--- src/rtl/erkc_pkg.sv ---
/*
 * Constants, carrier types and preset lookups for the command executor
 * that covers memory-to-register loads, protocol presets, key fetch and
 * store, random fill and soft re-initialisation.
 * Assumes one system clock; the FIFO, the nonvolatile memory, the
 * register set, the crypto key buffer and the random source are outside.
 */
// Behaviour
// [RULE_01] register load is 0ch; params: address low, high, index, count
// [RULE_02] register load copies count memory bytes into consecutive registers
// [RULE_03] register load aborts on short FIFO or memory address out of range
// [RULE_04] preset load is 0dh; params: receive number, then transmit number
// [RULE_05] preset load copies receive, transmit areas; aborts on short FIFO
// [RULE_06] receive presets 00 to 17: type A, B, Manchester, vicinity, 18000-3
// [RULE_07] tx presets: Miller, NRZ, Manchester, PPM, UID, PIE; 18 reserved
// [RULE_08] key fetch is 0eh, one slot; key to crypto unit, slot checked
// [RULE_09] key store is 0fh; first slot index then six bytes per key
// [RULE_10] key store writes slot n, then n+1 and onward until FIFO empties
// [RULE_11] a trailing key of fewer than 6 bytes is left unstored in the FIFO
// [RULE_12] key store aborts on short FIFO or first slot outside key area
// [RULE_13] random fill is 1ch; pushes random bytes until the FIFO is full
// [RULE_14] soft reinit is 1fh; copies every register default from memory
// [RULE_15] command register is host written and returns to idle on completion
// [RULE_16] writing idle code 00h ends whatever command runs
// [RULE_17] parameters and results pass through FIFO data register at 05h
// [RULE_18] an abort stops without further writes and returns command to idle
package erkc_pkg;

	// ----------------------------------------------------------------
	// command codes
	// ----------------------------------------------------------------
	localparam logic [7:0] CMD_IDLE = 8'h00;
	localparam logic [7:0] CMD_REG_LOAD = 8'h0c;
	localparam logic [7:0] CMD_PROTO = 8'h0d;
	localparam logic [7:0] CMD_KEY_FETCH = 8'h0e;
	localparam logic [7:0] CMD_KEY_STORE = 8'h0f;
	localparam logic [7:0] CMD_RANDOM = 8'h1c;
	localparam logic [7:0] CMD_SOFT = 8'h1f;
	localparam logic [7:0] FIFO_DATA_ADDR = 8'h05; // RULE_17

	// ----------------------------------------------------------------
	// parameter counts and memory layout
	// ----------------------------------------------------------------
	localparam logic [8:0] NEED_REG_LOAD = 9'h004;
	localparam logic [8:0] NEED_PROTO = 9'h002;
	localparam logic [8:0] NEED_ONE = 9'h001;
	localparam logic [8:0] NEED_KEY_STORE = 9'h007;
	localparam logic [8:0] KEY_BYTES = 9'h006;
	localparam logic [2:0] KEY_LAST = 3'h5;
	localparam logic [12:0] LOAD_ADDR_MIN = 13'h0080;
	localparam logic [12:0] LOAD_ADDR_MAX = 13'h00ff;
	localparam logic [12:0] KEY_BASE = 13'h0c00;
	localparam logic [12:0] RX_BASE = 13'h0200;
	localparam logic [12:0] TX_BASE = 13'h0400;
	localparam logic [12:0] DEF_BASE = 13'h0000;
	localparam logic [7:0] KEY_SLOTS = 8'h80;
	localparam logic [7:0] RX_LEN = 8'h08;
	localparam logic [7:0] TX_LEN = 8'h08;
	localparam logic [7:0] RX_REG = 8'h48;
	localparam logic [7:0] TX_REG = 8'h28;
	localparam logic [7:0] REG_COUNT = 8'h80;
	localparam logic [7:0] PROTO_LAST = 8'h11;

	// ----------------------------------------------------------------
	// carriers
	// ----------------------------------------------------------------
	typedef struct packed {
		logic req;
		logic we;
		logic [12:0] addr;
		logic [7:0] wdata;
	} erkc_nvm_req_t;

	typedef struct packed {
		logic we;
		logic [7:0] addr;
		logic [7:0] data;
	} erkc_reg_wr_t;

	typedef struct packed {
		logic we;
		logic [2:0] idx;
		logic [7:0] data;
	} erkc_key_wr_t;

	typedef struct packed {
		logic [8:0] level;
		logic full;
		logic [7:0] rdata;
	} erkc_fifo_st_t;

	typedef enum logic [2:0] {
		RXC_MAN_SUBC = 3'h0, RXC_BPSK = 3'h1, RXC_MAN = 3'h2,
		RXC_SSC = 3'h3, RXC_DSC = 3'h4, RXC_EPC3 = 3'h5
	} erkc_rx_coding_t;

	typedef enum logic [2:0] {
		TXC_MILLER = 3'h0, TXC_NRZ = 3'h1, TXC_MAN = 3'h2,
		TXC_PPM4 = 3'h3, TXC_PPM256 = 3'h4, TXC_UID = 3'h5,
		TXC_PIE = 3'h6
	} erkc_tx_coding_t;

	// ----------------------------------------------------------------
	// preset number to coding
	// ----------------------------------------------------------------
	function automatic erkc_rx_coding_t erkc_rx_class(logic [7:0] n);
		if (n == 8'h00) return RXC_MAN_SUBC; // RULE_06
		if (n <= 8'h07) return RXC_BPSK;
		if (n <= 8'h09) return RXC_MAN;
		if (n == 8'h0c) return RXC_DSC;
		if (n <= 8'h0d) return RXC_SSC;
		return RXC_EPC3;
	endfunction : erkc_rx_class

	function automatic erkc_tx_coding_t erkc_tx_class(logic [7:0] n);
		if (n <= 8'h03) return TXC_MILLER; // RULE_07
		if (n <= 8'h07) return TXC_NRZ;
		if (n <= 8'h09) return TXC_MAN;
		if (n <= 8'h0b) return TXC_PPM4;
		if (n == 8'h0c) return TXC_PPM256;
		if (n == 8'h0d) return TXC_UID;
		return TXC_PIE;
	endfunction : erkc_tx_class

endpackage : erkc_pkg

--- src/rtl/erkc_nvm_port.sv ---
/*
 * One-access-at-a-time port to the nonvolatile memory.
 * Assumes the memory answers a held request with a one-cycle ack and,
 * for reads, valid data in the same cycle as the ack.
 */
`timescale 1ns/1ps
module erkc_nvm_port (
	input wire logic mclk,
	input wire logic rst_n,
	input wire logic go,
	input wire logic we,
	input wire logic [12:0] addr,
	input wire logic [7:0] wdata,
	input wire logic nvm_ack,
	input wire logic [7:0] nvm_rdata,
	output erkc_pkg::erkc_nvm_req_t nvm_q,
	output logic done_q,
	output logic [7:0] rdata_q
);
	import erkc_pkg::*;

	// a request stays up until acked, even if the command was dropped
	always_ff @(posedge mclk) begin
		if (!rst_n) begin
			nvm_q <= '0;
			done_q <= 1'b0;
			rdata_q <= 8'h00;
		end else begin
			done_q <= 1'b0;
			if (nvm_q.req) begin
				if (nvm_ack) begin
					nvm_q.req <= 1'b0;
					done_q <= 1'b1;
					rdata_q <= nvm_rdata;
				end
			end else if (go) begin
				nvm_q <= '{req: 1'b1, we: we, addr: addr, wdata: wdata};
			end
		end
	end

endmodule : erkc_nvm_port

--- src/rtl/erkc_exec.sv ---
/*
 * Command executor: register load, protocol preset load, key fetch,
 * key store, random fill and soft re-initialisation.
 * Assumes the FIFO shows its head byte, level and full flag on the same
 * clock and acts on a one-cycle pop or push pulse at the next edge.
 */
`timescale 1ns/1ps
module erkc_exec (
	input wire logic mclk,
	input wire logic rst_n,
	input wire logic cmd_wr,
	input wire logic [7:0] cmd_wdata,
	output logic [7:0] cmd_q,
	input erkc_pkg::erkc_fifo_st_t fifo_st,
	output logic fifo_rd_q,
	output logic fifo_wr_q,
	output logic [7:0] fifo_wdata_q,
	input wire logic rng_valid,
	input wire logic [7:0] rng_data,
	output erkc_pkg::erkc_nvm_req_t nvm_q,
	input wire logic nvm_ack,
	input wire logic [7:0] nvm_rdata,
	output erkc_pkg::erkc_reg_wr_t reg_wr_q,
	output erkc_pkg::erkc_key_wr_t key_wr_q,
	output erkc_pkg::erkc_rx_coding_t rx_coding_q,
	output erkc_pkg::erkc_tx_coding_t tx_coding_q,
	output logic done_q,
	output logic abort_q
);
	import erkc_pkg::*;

	typedef enum logic [3:0] {
		S_IDLE = 4'h0, S_CHECK = 4'h1, S_GET = 4'h3, S_GETW = 4'h2,
		S_SETUP = 4'h6, S_COPY = 4'h7, S_COPYW = 4'h5, S_KPOP = 4'h4,
		S_KNVM = 4'hc, S_KWAIT = 4'hd, S_RND = 4'hf, S_RNDW = 4'he
	} erkc_state_t;

	erkc_state_t state_q;
	logic [7:0] cur_q;
	logic [7:0] par_q [4];
	logic [2:0] idx_q;
	logic phase_q;
	logic [12:0] src_q;
	logic [7:0] dst_q;
	logic [7:0] cnt_q;
	logic [7:0] slot_q;
	logic [2:0] kb_q;
	logic [7:0] kbyte_q;
	logic go_q;
	logic go_we_q;
	logic [12:0] go_addr_q;
	logic [7:0] go_wdata_q;
	logic nvm_done;
	logic [7:0] nvm_rd;
	logic [12:0] load_addr;

	// ----------------------------------------------------------------
	// per-command parameter needs
	// ----------------------------------------------------------------
	function automatic logic ours(logic [7:0] c);
		return c == CMD_REG_LOAD || c == CMD_PROTO || c == CMD_KEY_FETCH ||
			c == CMD_KEY_STORE || c == CMD_RANDOM || c == CMD_SOFT;
	endfunction : ours

	function automatic logic [8:0] need_lvl(logic [7:0] c);
		unique case (c)
			CMD_REG_LOAD: return NEED_REG_LOAD;
			CMD_PROTO: return NEED_PROTO;
			CMD_KEY_FETCH: return NEED_ONE;
			CMD_KEY_STORE: return NEED_KEY_STORE;
			default: return 9'h000;
		endcase
	endfunction : need_lvl

	function automatic logic [2:0] need_pop(logic [7:0] c);
		unique case (c)
			CMD_REG_LOAD: return NEED_REG_LOAD[2:0];
			CMD_PROTO: return NEED_PROTO[2:0];
			CMD_KEY_FETCH, CMD_KEY_STORE: return NEED_ONE[2:0];
			default: return 3'h0;
		endcase
	endfunction : need_pop

	assign load_addr = {par_q[1][4:0], par_q[0]};

	erkc_nvm_port u_port (
		.mclk(mclk),
		.rst_n(rst_n),
		.go(go_q),
		.we(go_we_q),
		.addr(go_addr_q),
		.wdata(go_wdata_q),
		.nvm_ack(nvm_ack),
		.nvm_rdata(nvm_rdata),
		.nvm_q(nvm_q),
		.done_q(nvm_done),
		.rdata_q(nvm_rd)
	);

	// ----------------------------------------------------------------
	// command register
	// ----------------------------------------------------------------
	always_ff @(posedge mclk) begin
		if (!rst_n)
			cmd_q <= CMD_IDLE;
		else if (cmd_wr)
			cmd_q <= cmd_wdata; // RULE_15 RULE_16
		else if (done_q || abort_q)
			cmd_q <= CMD_IDLE; // RULE_15 RULE_18
	end

	// ----------------------------------------------------------------
	// sequencer
	// ----------------------------------------------------------------
	always_ff @(posedge mclk) begin
		if (!rst_n) begin
			state_q <= S_IDLE;
			cur_q <= CMD_IDLE;
			par_q <= '{default: 8'h00};
			idx_q <= 3'h0;
			phase_q <= 1'b0;
			src_q <= 13'h0000;
			dst_q <= 8'h00;
			cnt_q <= 8'h00;
			slot_q <= 8'h00;
			kb_q <= 3'h0;
			kbyte_q <= 8'h00;
			go_q <= 1'b0;
			go_we_q <= 1'b0;
			go_addr_q <= 13'h0000;
			go_wdata_q <= 8'h00;
			fifo_rd_q <= 1'b0;
			fifo_wr_q <= 1'b0;
			fifo_wdata_q <= 8'h00;
			reg_wr_q <= '0;
			key_wr_q <= '0;
			rx_coding_q <= RXC_MAN_SUBC;
			tx_coding_q <= TXC_MILLER;
			done_q <= 1'b0;
			abort_q <= 1'b0;
		end else begin
			go_q <= 1'b0;
			fifo_rd_q <= 1'b0;
			fifo_wr_q <= 1'b0;
			reg_wr_q.we <= 1'b0;
			key_wr_q.we <= 1'b0;
			done_q <= 1'b0;
			abort_q <= 1'b0;
			if (cmd_wr) begin
				// any host write, idle included, ends the running command
				state_q <= ours(cmd_wdata) ? S_CHECK : S_IDLE; // RULE_16
				cur_q <= cmd_wdata;
				idx_q <= 3'h0;
				phase_q <= 1'b0;
				kb_q <= 3'h0;
			end else begin
				unique case (state_q)
				S_IDLE: begin
				end
				S_CHECK: if (!nvm_q.req) begin
					if (fifo_st.level < need_lvl(cur_q)) begin
						abort_q <= 1'b1; // RULE_03 RULE_05 RULE_08 RULE_12
						state_q <= S_IDLE;
					end else if (need_pop(cur_q) == 3'h0) begin
						state_q <= S_SETUP;
					end else begin
						state_q <= S_GET;
					end
				end
				S_GET: begin
					par_q[idx_q[1:0]] <= fifo_st.rdata; // RULE_01 RULE_04 RULE_17
					fifo_rd_q <= 1'b1;
					state_q <= S_GETW;
				end
				S_GETW: begin
					idx_q <= idx_q + 3'h1;
					state_q <= (idx_q + 3'h1 == need_pop(cur_q)) ? S_SETUP : S_GET;
				end
				S_SETUP: begin
					state_q <= S_COPY;
					unique case (cur_q)
					CMD_REG_LOAD: begin
						src_q <= load_addr; // RULE_02
						dst_q <= par_q[2];
						cnt_q <= par_q[3];
						if (par_q[1][7:5] != 3'h0 || load_addr < LOAD_ADDR_MIN ||
							load_addr > LOAD_ADDR_MAX) begin
							abort_q <= 1'b1; // RULE_03
							state_q <= S_IDLE;
						end
					end
					CMD_PROTO: begin
						src_q <= RX_BASE + 13'(par_q[0]) * 13'(RX_LEN); // RULE_05
						dst_q <= RX_REG;
						cnt_q <= RX_LEN;
						if (par_q[0] > PROTO_LAST || par_q[1] > PROTO_LAST) begin
							abort_q <= 1'b1; // RULE_07
							state_q <= S_IDLE;
						end else begin
							rx_coding_q <= erkc_rx_class(par_q[0]); // RULE_06
							tx_coding_q <= erkc_tx_class(par_q[1]); // RULE_07
						end
					end
					CMD_KEY_FETCH: begin
						src_q <= KEY_BASE + 13'(par_q[0]) * 13'(KEY_BYTES); // RULE_08
						dst_q <= 8'h00;
						cnt_q <= KEY_BYTES[7:0];
						if (par_q[0] >= KEY_SLOTS) begin
							abort_q <= 1'b1; // RULE_08
							state_q <= S_IDLE;
						end
					end
					CMD_KEY_STORE: begin
						slot_q <= par_q[0]; // RULE_09
						if (par_q[0] >= KEY_SLOTS) begin
							abort_q <= 1'b1; // RULE_12
							state_q <= S_IDLE;
						end else begin
							state_q <= S_KPOP;
						end
					end
					CMD_RANDOM: state_q <= S_RND;
					default: begin
						src_q <= DEF_BASE; // RULE_14
						dst_q <= 8'h00;
						cnt_q <= REG_COUNT;
					end
					endcase
				end
				S_COPY: begin
					if (cnt_q == 8'h00) begin
						if (cur_q == CMD_PROTO && !phase_q) begin
							phase_q <= 1'b1; // RULE_05
							src_q <= TX_BASE + 13'(par_q[1]) * 13'(TX_LEN);
							dst_q <= TX_REG;
							cnt_q <= TX_LEN;
						end else begin
							done_q <= 1'b1; // RULE_15
							state_q <= S_IDLE;
						end
					end else begin
						go_q <= 1'b1;
						go_we_q <= 1'b0;
						go_addr_q <= src_q;
						state_q <= S_COPYW;
					end
				end
				S_COPYW: if (nvm_done) begin
					if (cur_q == CMD_KEY_FETCH)
						key_wr_q <= '{we: 1'b1, idx: dst_q[2:0], data: nvm_rd};
					else
						reg_wr_q <= '{we: 1'b1, addr: dst_q, data: nvm_rd}; // RULE_02 RULE_14
					src_q <= src_q + 13'h0001;
					dst_q <= dst_q + 8'h01;
					cnt_q <= cnt_q - 8'h01;
					state_q <= S_COPY;
				end
				S_KPOP: begin
					// a key is only started with all six bytes present
					if (kb_q == 3'h0 && (fifo_st.level < KEY_BYTES ||
						slot_q >= KEY_SLOTS)) begin
						done_q <= 1'b1; // RULE_10 RULE_11
						state_q <= S_IDLE;
					end else begin
						kbyte_q <= fifo_st.rdata;
						fifo_rd_q <= 1'b1;
						state_q <= S_KNVM;
					end
				end
				S_KNVM: begin
					go_q <= 1'b1;
					go_we_q <= 1'b1;
					go_addr_q <= KEY_BASE + 13'(slot_q) * 13'(KEY_BYTES) +
						13'(kb_q); // RULE_10
					go_wdata_q <= kbyte_q;
					state_q <= S_KWAIT;
				end
				S_KWAIT: if (nvm_done) begin
					if (kb_q == KEY_LAST) begin
						kb_q <= 3'h0;
						slot_q <= slot_q + 8'h01; // RULE_10
					end else begin
						kb_q <= kb_q + 3'h1;
					end
					state_q <= S_KPOP;
				end
				S_RND: begin
					if (fifo_st.full) begin
						done_q <= 1'b1; // RULE_13
						state_q <= S_IDLE;
					end else if (rng_valid) begin
						fifo_wr_q <= 1'b1; // RULE_13
						fifo_wdata_q <= rng_data;
						state_q <= S_RNDW;
					end
				end
				S_RNDW: state_q <= S_RND;
				endcase
			end
		end
	end
endmodule : erkc_exec

--- config.mk ---
export PLATFORM = sky130hd
export DESIGN_NAME = erkc_exec
export DESIGN_NICKNAME = d
export VERILOG_FILES = /design/src/rtl/erkc_pkg.sv /design/src/rtl/erkc_nvm_port.sv /design/src/rtl/erkc_exec.sv
export SDC_FILE = /design/constraint.sdc
export NUM_CORES = 1
export LEC_CHECK = 0
export BUFFER_PORTS_ARGS = -buffer_cell sky130_fd_sc_hd__buf_2
export CAP_MARGIN = 20
export CORE_MARGIN = 10
export CORE_UTILIZATION = 30
export DETAILED_ROUTE_END_ITERATION = 10
export SLEW_MARGIN = 20
export SYNTH_ARGS = -nofsm -noshare
export SYNTH_HDL_FRONTEND = slang
export SYNTH_SLANG_ARGS = --single-unit
export TNS_END_PERCENT = 10
--- constraint.sdc ---
create_clock -name mclk -period 9.1 [get_ports mclk]
set_input_delay 0.455 -clock mclk [delete_from_list [all_inputs] [get_ports mclk]]
set_output_delay 0.455 -clock mclk [all_outputs]
set_load 0.01 [all_outputs]
==> summary.md, run 1 <==
| Metric | Value |
|---|---|
| Library cells used by synthesis | 76 |
| Worst Path Buf+Inv | 0 |
| GRT Resource Usage Total | 14.21% |
| Cells after synthesis | approximately 1300 |
| Total CTS buffers | 24 |
| Die Ht | about 210 microns |
| Critical Path Most Common Cell | o21ai_0 |
| Core Footprint | roughly 0.034 sq mm |
| # nets final | about 1500 |
| Std-Cell Rows | between 60 and 70 |
| FF-to-FF path depth | 10 |
| # port buffers | approximately 120 |
| Fin util | roughly 36% |
| Top_reg_cell synth | dfxtp_1 |
| Clock buffer depth | 3 |
| Multi-input logic area | between 0.005 and 0.006 sq mm |
| Final Hold Viols | 0 |
| Routed Antenna Nets | 0 |
| Initial antenna violation count | 1 |
| Worst EP required | 9490 ps |
| Flop-to-flop setup slack | 5260 ps |
| Slowest CP cell | nor2_1 |
| First-pass GRT wire length | between 40 and 50 mm |
| Status | finished clean |
| Pwr dens | roughly 160 mW/mm^2 |
| Final Slew Violations | 0 |
| RSZ-0062 raised after global routing | false |
| H-tree lvl count | 1 |
| Largest delay share family, worst path | simple AND/OR/NAND/NOR gates |
| Postcts setup bufs | 0 |
| Skew-Pair Late Insertion Delay | between 500 and 600 ps |
| Starting DRC count in detailed routing | between 700 and 800 |
| Horiz. Die Dim | around 210 microns |
| Final setup fails | 0 |
| Routability cong. | 0.9020 |
| Post-synth EDFFs | 0 |
| Layout cell share with drive strength beyond 1 | around 14% |
| 1st-pass router iterations | 5 |
| Fillers | 3652 |
| Tcrit/Tclk final | between 40% and 50% |
| Max_slew headroom | approximately a third |
| CP Depth | 10 |
| Avg Vias per Cell | 5.208 |
| FF-to-FF End | state_q[0] |
| Hold Buf Count CTS | 0 |
| Number of synthesized register bits | 206 |
| Die area | between 0.04 and 0.05 sq mm |
| Post-Route WL | 31.64 mm |
| # diodes | 0 |
| Async SR Flop Fraction | 0% |
| Critical path data arrival time | 4230 ps |
| Synthesized area | around 0.010 sq mm |
| Sequential standard cell area | 0.004124 sq mm |
| Total congestion overflow | 0 |
| Clock Skew | ~8.6 ps |
| Initial core utilization | 30.38% |
| Hold WC Path Type | in2reg |
| Worst Setup Start Kind | flip-flop |
| Worst vdd ir | 0.1201 mV |
| Max Fanout on Critical Path | 13 |
| Period minus WS final | between 3000 and 4000 ps |
| Post-route DRC | 0 |
| Share of the yosys chip area belonging to registers | between 30% and 40% |
| Crit path cell chain | or4_1 -> nor2_1 -> nand3_1 -> ha_1 -> a21oi_1 -> or4b_1 -> a31oi_1 -> o21ai_0 -> a2111oi_0 -> o21ai_0 |
| CTS Sinks | 206 |
| CTS root buf | clkbuf_16 |
| CTS tree | built |
| Pin count of the biggest net entering global routing | between 100 and 150 |
| CP endpoint kind | flip-flop |
| Most frequent cells in the layout | nand2_1 (218), dfxtp_1 (206), a21oi_1 (172) |
| Mean Syn Cell Area | just under 8 sq um |
| RR Startpoint | cur_q[7] |
| Post-Syn Nets | between 1000 and 1500 |
| Kind of critical path | reg2reg |
| Slew @ Worst Pin | slightly above 1000 ps |
| Slowest stage delay, CP | approximately 690 ps |
| Post-DP HPWL | about 23 mm |
| Vias in the first global route | just over 9000 |
| Leakage | approximately 4.6 nW |
| Max Cap Violations | 0 |
| Synthesis-to-layout area growth | 17.28% |
| Commonest non-fill, non-tap cell in the layout | nand2_1 |
| Cts repair resizes | 0 |
| Mean routed wirelength per cell | about 17 microns |
| Crit path from | cur_q[7] |
| F_max | 260.6 MHz |
| I/O Pins | about 130 |
| Sum Neg Setup Slack | 0 ps |
| Vias | about 9800 |
| Critical Path End | state_q[0] |
| Clock transition at path regs | 60 ps |
| Ys Warns | 0 |
==> area by class of cell <==
| class | instances | area share (%) |
|---|---|---|
| clock inverters | 9 | 1.101 |
| clock buffers | 35 | 5.554 |
| repair buffers | 136 | 5.789 |
| inverters | 32 | 1.019 |
| well taps | 455 | 4.637 |
| multi-input cells | 1005 | 48.31 |
| flip-flops and latches | 206 | 33.59 |
==> flip-flops by register name, summed over array words and instances (netlist names), 3 cells and up <==
signal          flops
cur_q               8
par_q              19
tx_coding_q         3
reg_wr_q           17
u_port.rdata_q      8
fifo_wdata_q        8
u_port.nvm_q       23
cnt_q               8
dst_q               8
go_wdata_q          8
idx_q               3
go_addr_q          13
key_wr_q           12
cmd_q               8
state_q             4
kbyte_q             8
rx_coding_q         3
kb_q                3
load_addr          13
src_q              13
slot_q              8
==> tightest hold or removal path, stage by stage <==
cell,delay (ps)
buf_2,70
mux2i_1,50
nor2_1,70
==> report_power, final <==
part	internal [W]	switching [W]	leakage, nW
clock network	0.000606	0.000383	0.402
logic	0.0000169	0.0000384	2.49
registers	0.000906	0.00000525	1.66
total	0.00153	0.000427	4.55
==> worst min path at each step <==
stage | start | endpoint | slack, ps | cells past startpoint
2_1_floorplan | go_addr_q[11] | u_port.nvm_q[19] | 430 | 2
3_3_place_gp | u_port.nvm_q[12] | u_port.nvm_q[12] | 440 | 2
3_5_place_dp | reg_wr_q[15] | reg_wr_q[15] | 440 | 2
4_1_cts | rng_data[6] | fifo_wdata_q[6] | 160 | 3
5_1_grt | rng_data[5] | fifo_wdata_q[5] | 180 | 3
6_report | rng_data[6] | fifo_wdata_q[6] | 170 | 3
==> synthesized netlist by cell type (6+ instances only) <==
cell | number | area, sq um
clkbuf_1 | 66 | 247.7
xnor2_1 | 20 | 175.2
buf_2 | 7 | 35.03
inv_1 | 31 | 116.4
nor2b_1 | 10 | 62.56
a211oi_1 | 18 | 135.1
xor2_1 | 12 | 105.1
ha_1 | 47 | 588.1
mux2i_1 | 34 | 340.3
nor3_1 | 34 | 170.2
a221oi_1 | 12 | 105.1
a21o_1 | 6 | 45.04
and2_1 | 6 | 37.54
a311oi_1 | 6 | 52.55
a22oi_1 | 14 | 105.1
dfxtp_1 | 206 | 4124
nand3_1 | 72 | 360.4
and3_1 | 6 | 37.54
a21oi_1 | 172 | 860.8
nor3b_1 | 9 | 67.56
a2111oi_0 | 7 | 61.31
nand4_1 | 9 | 56.30
nor4_1 | 6 | 37.54
nand3b_1 | 7 | 52.55
a31oi_1 | 10 | 62.56
nand2b_1 | 20 | 125.1
o21ai_0 | 41 | 205.2
nand2_1 | 218 | 818.3
nor2_1 | 129 | 484.2
==> kinds of logic after synthesis <==
| logic type | Yosys count | synth area share [%] |
|---|---|---|
| simple gates | 557 | 24.65 |
| flops | 206 | 39.40 |
| compound gates | 332 | 19.52 |
| fa+ha+maj | 50 | 6.192 |
| xor+xnor | 32 | 2.678 |
| buf+inv | 111 | 4.315 |
| mux | 34 | 3.251 |
==> layer usage <==
metal | vias up | wire length [microns] | track usage (%)
met2 | 322 | 14220 | 22.41
met3 | 47 | 2374 | 3.059
li1 | 4825 | - | -
met4 | 2 | 488 | 2.665
met1 | 4584 | 14540 | 19.67
met5 | - | 13 | 0
==> through the flow <==
step | cells | power, W | hold slack [ps] | instance area (sq um) | setup WS (ps)
2_1_floorplan | 1322 | 0.0009594 | 428.7 | 10470 | 5986
3_3_place_gp | 1834 | 0.0009860 | 440.6 | 11450 | 5458
3_5_place_dp | 1834 | 0.0009866 | 444.5 | 11450 | 5359
4_1_cts | 1878 | 0.001976 | 157.8 | 12270 | 5332
5_1_grt | 1878 | 0.002020 | 175.8 | 12280 | 4999
6_report | 1878 | 0.001956 | 172.7 | 12280 | 5263
No activity file was read; power rests on OpenSTA's default activity.
==> run 2: changes to the inputs <==
--- a/config.mk
+++ b/config.mk
@@ -5,6 +5,7 @@
 export SDC_FILE = /design/constraint.sdc
 export NUM_CORES = 1
 export LEC_CHECK = 0
+export ABC_AREA = 1
 export BUFFER_PORTS_ARGS = -buffer_cell sky130_fd_sc_hd__buf_2
 export CAP_MARGIN = 20
 export CORE_MARGIN = 10
==> constraint.sdc (replaced) <==
create_clock -name mclk -period 3.35 [get_ports mclk]
set_input_delay 0.1675 -clock mclk [delete_from_list [all_inputs] [get_ports mclk]]
set_output_delay 0.1675 -clock mclk [all_outputs]
set_load 0.01 [all_outputs]
==> run 2 against run 1 <==
Net effect: core utilization grew 1.2 points; die area is 0.27% lower; design area up 3.4%; critical endpoint is now state_q[1]; critical path type unchanged; via count grew 6.1%; setup slack worse by 4400 ps; non-clock buffer count up 25.
==> summary.md, run 2 <==
| Metric | Value |
|---|---|
| Post-DP HPWL | 24.66 mm (+7.9%) |
| Total congestion overflow | 0 (unchanged) |
| Met3 wire length | 2.135 mm (-10%) |
| Worst Setup Start Kind | flip-flop |
| Kind of critical path | reg2reg |
| RR Startpoint | cur_q[7] |
| GRT Resource Usage Total | 15.36% (+1.2 points) |
| WL met1 | 15.31 mm (+5.3%) |
| Hold WC Path Type | in2reg |
| WL met2 | 15.66 mm (+10%) |
| Avg Vias per Cell | 5.040 (-3.2%) |
| Leakage | 5.509 nW (+21%) |
| Period minus WS final | 2447 ps (-1389 ps) |
| Top layer in use | met5 |
| Post-route DRC | 0 (unchanged) |
| CTS root buf | clkbuf_16 |
| Commonest non-fill, non-tap cell in the layout | nand2_1 |
| Mean routed wirelength per cell | 16.58 microns (-1.6%) |
| Routed Antenna Nets | 0 (unchanged) |
| Clock Skew | 13.77 ps (+5.184 ps) |
| Synthesis-to-layout area growth | 21.63% |
| WHS Endpoint | par_q[3] |
| Max Cap Violations | 0 (unchanged) |
| Routability cong. | 0.9565 (+6.0%) |
| I/O Pins | 125 (unchanged) |
| FF-to-FF path depth | 13 (+3) |
| First-pass GRT wire length | 53.16 mm (+7.4%) |
| Worst EP required | 3750 ps (-5740 ps) |
| Final setup fails | 0 (unchanged) |
| Initial core utilization | 30.29% (-0.091 points) |
| Initial antenna violation count | 1 (unchanged) |
| Worst vdd ir | 0.3669 mV (+210%) |
| Cts repair resizes | 0 (unchanged) |
| # port buffers | 124 (unchanged) |
| Post-Route WL | 34.12 mm (+7.9%) |
| Critical path data arrival time | 2850 ps (-1380 ps) |
| Fin util | 36.84% (+1.2 points) |
| Ys Warns | 0 (unchanged) |
| Fin cells | 2058 (+9.6%) |
| Flop-to-flop setup slack | 900 ps (-4360 ps) |
| Most frequent cells in the layout | nand2_1 (234), dfxtp_1 (206), nor2_1 (165) |
| Top_reg_cell synth | dfxtp_1 |
| Die area | 0.04265 sq mm (-0.27%) |
| Most frequent cell after synthesis | nand2_1 |
| Final Hold Viols | 0 (unchanged) |
| RSZ-0062 raised after global routing | false |
| Pwr dens | 459.5 mW/mm^2 (+190%) |
| Number of flip-flops under the largest register name | 23 (unchanged) |
| Total CTS buffers | 25 (+4.2%) |
| Die Ht | 206.5 microns (-0.14%) |
| Share of the yosys chip area belonging to registers | 39.52% (+0.12 points) |
| H-tree lvl count | 1 (unchanged) |
| Library cells used by synthesis | 55 (-28%) |
| Post-synth top area cell | dfxtp_1 |
| Cells after DPL | 1986 (+8.3%) |
| Layout cell share with drive strength beyond 1 | 14.42% (+0.79 points) |
| Status | finished clean |
| # nets final | 1680 (+12%) |
| Std-Cell Rows | 68 (unchanged) |
| CP endpoint kind | flip-flop |
| Number of synthesized register bits | 206 (unchanged) |
| Pin count of the biggest net entering global routing | 156 (+43%) |
| Clock buffer depth | 3 (unchanged) |
| Mean Syn Cell Area | 7.202 sq um (-9.0%) |
| Fillers | 3601 (-1.4%) |
| Skew-Pair Late Insertion Delay | 540 ps (+20 ps) |
| Async SR Flop Fraction | 0% (unchanged) |
| Largest register by flop count | u_port.nvm_q |
| Hold slack | 42.58 ps (-130.1 ps) |
| Synth top area cells | dfxtp_1 (40%), nand2_1 (8.4%), o21ai_0 (7.8%) |
| Starting DRC count in detailed routing | 780 (-0.64%) |
| Tcrit/Tclk final | 73.06% (+31 points) |
| CTS Sinks | 206 (unchanged) |
| Hold Path Stages | 3 (unchanged) |
| 1st-pass router iterations | 5 (unchanged) |
| Hold Startpoint | fifo_st[3] |
| Cells after synthesis | 1449 (+9.6%) |
| Horiz. Die Dim | 206.5 microns (-0.14%) |
| Slew @ Worst Pin | 640.0 ps (-379.8 ps) |
| FF-to-FF End | state_q[1] |
| Core Footprint | 0.03446 sq mm (unchanged) |
| Sum Neg Setup Slack | 0 ps (unchanged) |
| F_max | 408.6 MHz (+57%) |
| Max_slew headroom | 57.17% (+26 points) |
| Synthesized area | 0.01044 sq mm (-0.30%) |
| Share of the synthesized area in the top cell type | 39.52% (+0.12 points) |
| CTS tree | built |
| Vias | 10370 (+6.1%) |
| Post-Syn Nets | 1546 (+8.9%) |
| Final Slew Violations | 0 (unchanged) |
| Post-synth EDFFs | 0 (unchanged) |
| Vias in the first global route | 9777 (+7.6%) |
| Total power | 0.005833 W (+200%) |
| Synth cell count leaders | nand2_1 (234), dfxtp_1 (206), nor2_1 (165) |
| Clock transition at path regs | 60 ps (about the same) |
| Regs by FF count | u_port.nvm_q x23, par_q x19, reg_wr_q x17 |
| Max Fanout on Critical Path | 8 (-5) |
run 2: cell count changes in the layout (fill, tap and decap cells not counted), sizes merged, moves of 10 or more:
cell | before | now
a211oi | 20 | 2
a21oi | 172 | 146
dlygate4sd3 | 0 | 25
inv | 33 | 162
mux2i | 34 | 0
nand2 | 218 | 239
nand2b | 20 | 0
nand4 | 10 | 20
nor2 | 129 | 176
nor2b | 10 | 0
nor3 | 36 | 23
o21ai | 44 | 190
o22ai | 5 | 21
xnor2 | 20 | 3
run 2: power breakdown:
group	switching, W	internal, W	total [W]
registers	0.00000904	0.00246	0.00247
clock network	0.00114	0.00202	0.00316
logic	0.000130	0.0000730	0.000203
total	0.00128	0.00455	0.00583
run 2: metrics by stage:
step                instance area (sq um)  setup slack (ps)
floorplan                           10440              1263
global placement                    11480             941.1
detailed placement                  11480             949.5
CTS                                 12690             941.6
global route                        12690             643.7
finish                              12690             902.6
run 2: cell type report:
| type | instances | area, sq um | area share (%) |
|---|---|---|---|
| antenna | 1 | 2.502 | 0.01971 |
| clock buffer | 28 | 646.9 | 5.096 |
| clock inverter | 18 | 314.1 | 2.474 |
| inverter | 163 | 614.3 | 4.840 |
| multi-input combinational | 1026 | 5446 | 42.91 |
| sequential | 206 | 4124 | 32.49 |
| tap | 455 | 569.3 | 4.485 |
| timing repair buffer | 161 | 975.9 | 7.689 |
run 2: worst max path at each step:
| stage | start | to | slack [ps] | depth (start not counted) |
|---|---|---|---|---|
| detailed placement | cur_q[3] | state_q[0] | 950 | 14 |
| finish | cur_q[7] | state_q[1] | 900 | 13 |
| global placement | cur_q[7] | state_q[0] | 940 | 13 |
| CTS | cur_q[3] | state_q[0] | 940 | 14 |
| global route | load_addr[3] | tx_coding_q[2] | 640 | 13 |
| floorplan | slot_q[0] | go_addr_q[9] | 1260 | 12 |
run 2: worst max-delay path, stage by stage (launching register included):
cell and delay (ps):
dfxtp_1 320, nor2_1 170, nand2_1 180, nor2_2 410, nor2_1 110, ha_1 300, nand2_1 60, inv_1 30
nor4_1 240, nand2_1 170, nand2_1 90, nand4_1 90, nand2_1 90, a21oi_1 60
run 2: logic make-up after synthesis:
kind of cell | share of synthesized area, %
simple gates | 22.77
compound gates | 22.20
flops | 39.52
fa+ha+maj | 6.210
buf+inv | 8.296
xor+xnor | 1.007
run 2: metal layers:
layer	GRT usage, %	vias up
met5	0	-
met4	5.421	2
met3	2.147	67
met2	24.91	344
met1	20.43	4810
li1	-	5150
run 2: what timing repair did:
| action | 4_1_cts | 5_1_grt |
|---|---|---|
| hold buffers | 25 | 0 |
| setup buffers | 0 | 0 |
| hold endpoints to repair | 32 | 0 |
==> run 3: changes to the inputs <==
--- a/config.mk
+++ b/config.mk
@@ -5,7 +5,7 @@
 export SDC_FILE = /design/constraint.sdc
 export NUM_CORES = 1
 export LEC_CHECK = 0
-export ABC_AREA = 1
+export ABC_AREA = 0
 export BUFFER_PORTS_ARGS = -buffer_cell sky130_fd_sc_hd__buf_2
 export CAP_MARGIN = 20
 export CORE_MARGIN = 10
==> constraint.sdc (replaced) <==
create_clock -name mclk -period 2.55 [get_ports mclk]
set_input_delay 0.1275 -clock mclk [delete_from_list [all_inputs] [get_ports mclk]]
set_output_delay 0.1275 -clock mclk [all_outputs]
set_load 0.01 [all_outputs]
==> run 3 against run 2 <==
Net effect: the run now ends with negative setup slack left; flip-flop and latch count unchanged; critical path depth decreased by 2; via count about the same; wire length increased by 0.93%; combinational power increased by 42%; first-iteration DRC count decreased by 10%; design area increased by 8.5%; cell count decreased by 1.2%; register-to-register slack got worse by 1100 ps; clock-buffer cell count decreased by 1; setup slack got worse by 1100 ps; highest routed layer is now met4.
==> summary.md, run 3 (synthesis gave the netlist of run 1 again) <==
| Metric | Value |
|---|---|
| Status | complete, but fails checks |
| Failing checks | negative setup slack |
| Design area | 0.01377 sq mm (+8.5%) |
| Hold slack | 32.51 ps (-10.08 ps) |
| Fillers | 3553 (-1.3%) |
| Total power | 0.006626 W (+14%) |
| Initial core utilization | 30.38% (+0.091 points) |
| Std-Cell Rows | 68 (unchanged) |
| Worst Path Buf+Inv | 0 (-1) |
| Horiz. Die Dim | 206.8 microns (+0.14%) |
| First-pass GRT wire length | 54.50 mm (+2.5%) |
| Critical Path Most Common Cell | a21oi_2 |
| Kind of critical path | reg2reg |
| CTS tree | built |
| H-tree lvl count | 1 (unchanged) |
| Die Ht | 206.8 microns (+0.14%) |
| Post-DP HPWL | 25.00 mm (+1.4%) |
| Largest register by flop count | u_port.nvm_q |
| Mean routed wirelength per cell | 16.93 microns (+2.1%) |
| Avg Vias per Cell | 5.098 (+1.2%) |
| Sequential power share | 48.9% (+6.5 points) |
| Max_slew headroom | 41.67% (-16 points) |
| Switching share of total power | 23.85% (+1.9 points) |
| Fin cells | 2034 (-1.2%) |
| Fin util | 39.96% (+3.1 points) |
| Die area | 0.04276 sq mm (+0.27%) |
| Vias | 10370 (-0.029%) |
| Routability cong. | 0.9346 (-2.3%) |
| Total CTS buffers | 23 (-8.0%) |
| Pin count of the biggest net entering global routing | 73 (-53%) |
| Period minus WS final | 2727 ps (+279.7 ps) |
| Regs by FF count | u_port.nvm_q x23, par_q x19, reg_wr_q x17 |
| Slowest CP cell | or4_4 |
| # diodes | 0 (-1) |
| Worst Setup Start Kind | flip-flop |
| Slew @ Worst Pin | 868.3 ps (+228.3 ps) |
| # nets final | 1662 (-1.1%) |
| Pwr dens | 481.2 mW/mm^2 (+4.7%) |
| Clock buffer depth | 3 (unchanged) |
| FF-to-FF End | state_q[2] |
| 1st-pass router iterations | 5 (unchanged) |
| Slowest stage delay, CP | 550 ps (+140 ps) |
| I/O Pins | 125 (unchanged) |
| Cells after DPL | 1946 (-2.0%) |
| Number of flip-flops under the largest register name | 23 (unchanged) |
| Largest delay share family, worst path | simple AND/OR/NAND/NOR gates |
| Crit path cell chain | or4_4 -> nor2_4 -> nand3_2 -> ha_4 -> a21oi_2 -> or4b_4 -> a21oi_2 -> or3b_4 -> o2111ai_1 -> nor4_1 -> a211oi_1 |
| CTS Sinks | 206 (unchanged) |
| Routed Antenna Nets | 0 (unchanged) |
| Post-Route WL | 34.44 mm (+0.93%) |
| Dpl cell area | 0.01241 sq mm (+8.1%) |
| Clock share of power | 46.7% (-7.5 points) |
| P_int | 0.005046 W (+11%) |
| Initial antenna violation count | 0 (-1) |
| Hold Startpoint | nvm_ack |
| Hold Path Stages | 3 (unchanged) |
| Vias in the first global route | 10130 (+3.6%) |
| F_max | 366.7 MHz (-10%) |
| GRT Resource Usage Total | 15.64% (+0.27 points) |
| RR Startpoint | cur_q[7] |
| Core Footprint | 0.03446 sq mm (unchanged) |
| FF-to-FF path depth | 11 (-2) |
| WHS Endpoint | u_port.nvm_q[22] |
| Final Hold Viols | 0 (unchanged) |
| CTS root buf | clkbuf_16 |
| Sw Pwr | 0.001580 W (+24%) |
| Worst EP required | 2920 ps (-830 ps) |
| Clock transition at path regs | 60 ps (about the same) |
| Skew-Pair Late Insertion Delay | 520 ps (-20 ps) |
| Hold WC Path Type | in2reg |
| Final Slew Violations | 0 (unchanged) |
| Leakage | 5.284 nW (-4.1%) |
| Synthesis-to-layout area growth | 31.53% |
| Layout cell share with drive strength beyond 1 | 21.91% (+7.5 points) |
| Tcrit/Tclk final | 106.9% (+34 points) |
| Final setup fails | 13 (+13) |
| Max Fanout on Critical Path | 4 (-4) |
| Comb pwr share | 4.4% (+0.9 points) |
| Flop-to-flop setup slack | -180 ps (-1080 ps) |
| # port buffers | 124 (unchanged) |
| RSZ-0062 raised after global routing | true |
| Most frequent cells in the layout | nand2_1 (218), dfxtp_1 (200), a21oi_1 (169) |
| CP endpoint kind | flip-flop |
| Max Cap Violations | 0 (unchanged) |
| Worst vdd ir | 0.4119 mV (+12%) |
| Total congestion overflow | 0 (unchanged) |
| Clock Skew | 12.64 ps (-1.127 ps) |
| Critical path data arrival time | 3090 ps (+240 ps) |
| Post-route DRC | 0 (unchanged) |
| Starting DRC count in detailed routing | 701 (-10%) |
| Commonest non-fill, non-tap cell in the layout | nand2_1 |
| Final setup margin | -177.1 ps (-1080 ps) |
## run 3: final cells by class
| cell class | instances | area [sq um] | share of cell area, % |
|---|---|---|---|
| flip-flops and latches | 206 | 4131 | 30.01 |
| clock inverters | 12 | 78.83 | 0.5725 |
| multi-input cells | 1005 | 6135 | 44.56 |
| clock buffers | 27 | 600.6 | 4.362 |
| repair buffers | 297 | 2128 | 15.46 |
| inverters | 32 | 125.1 | 0.9088 |
| well taps | 455 | 569.3 | 4.135 |
## run 3: worst max path at each step
stage | startpoint | end | slack, ps | depth (start not counted)
floorplan | cur_q[7] | state_q[0] | -330 | 12
detailed placement | cur_q[7] | state_q[0] | -300 | 10
global route | cur_q[7] | state_q[2] | -370 | 11
CTS | cur_q[7] | state_q[2] | -170 | 11
finish | cur_q[7] | state_q[2] | -180 | 11
global placement | cur_q[7] | state_q[0] | -220 | 10
## run 3: worst reg2reg max path: cells and delay by family (launching register included)
family,cells,cell delay [ps]
simple gates,6,1620
flops,1,320
compound gates,4,420
fa+ha+maj,1,230
## run 3: repair_timing
action	in CTS	in global routing
gates resized for setup	26	27
setup buffers	5	5
pin swaps	9	9
hold buffers	43	0
endpoints found under the hold margin	71	0
setup endpoints to repair	32	52
cloned	0	0
## run 3: metrics by stage
step / setup TNS (ps) / worst slack [ps]
after floorplan: -896.4 / -331.4
after global placement: -732.8 / -216.9
after detailed placement: -1688 / -304.3
after CTS: -662.3 / -171.4
after global routing: -3149 / -368.9
final: -535.3 / -177.1
## run 3: power groups by stage
stage                     clock [W]  sequential, W  combinational, W
final                       0.00309        0.00324          0.000289
after global routing        0.00329        0.00324          0.000313
after CTS                   0.00317        0.00324          0.000287
after detailed placement          0        0.00331          0.000241
after global placement            0        0.00331          0.000240
after floorplan                   0        0.00332          0.000114
## run 3: per-layer routing
metal | global-route usage [%] | share of wire (%) | vias to the layer above
met5 | 0 | 0 | -
met4 | 4.580 | 3.0 | 0
met3 | 2.949 | 7.0 | 73
met2 | 24.75 | 44 | 315
met1 | 21.22 | 46 | 4839
li1 | - | - | 5143
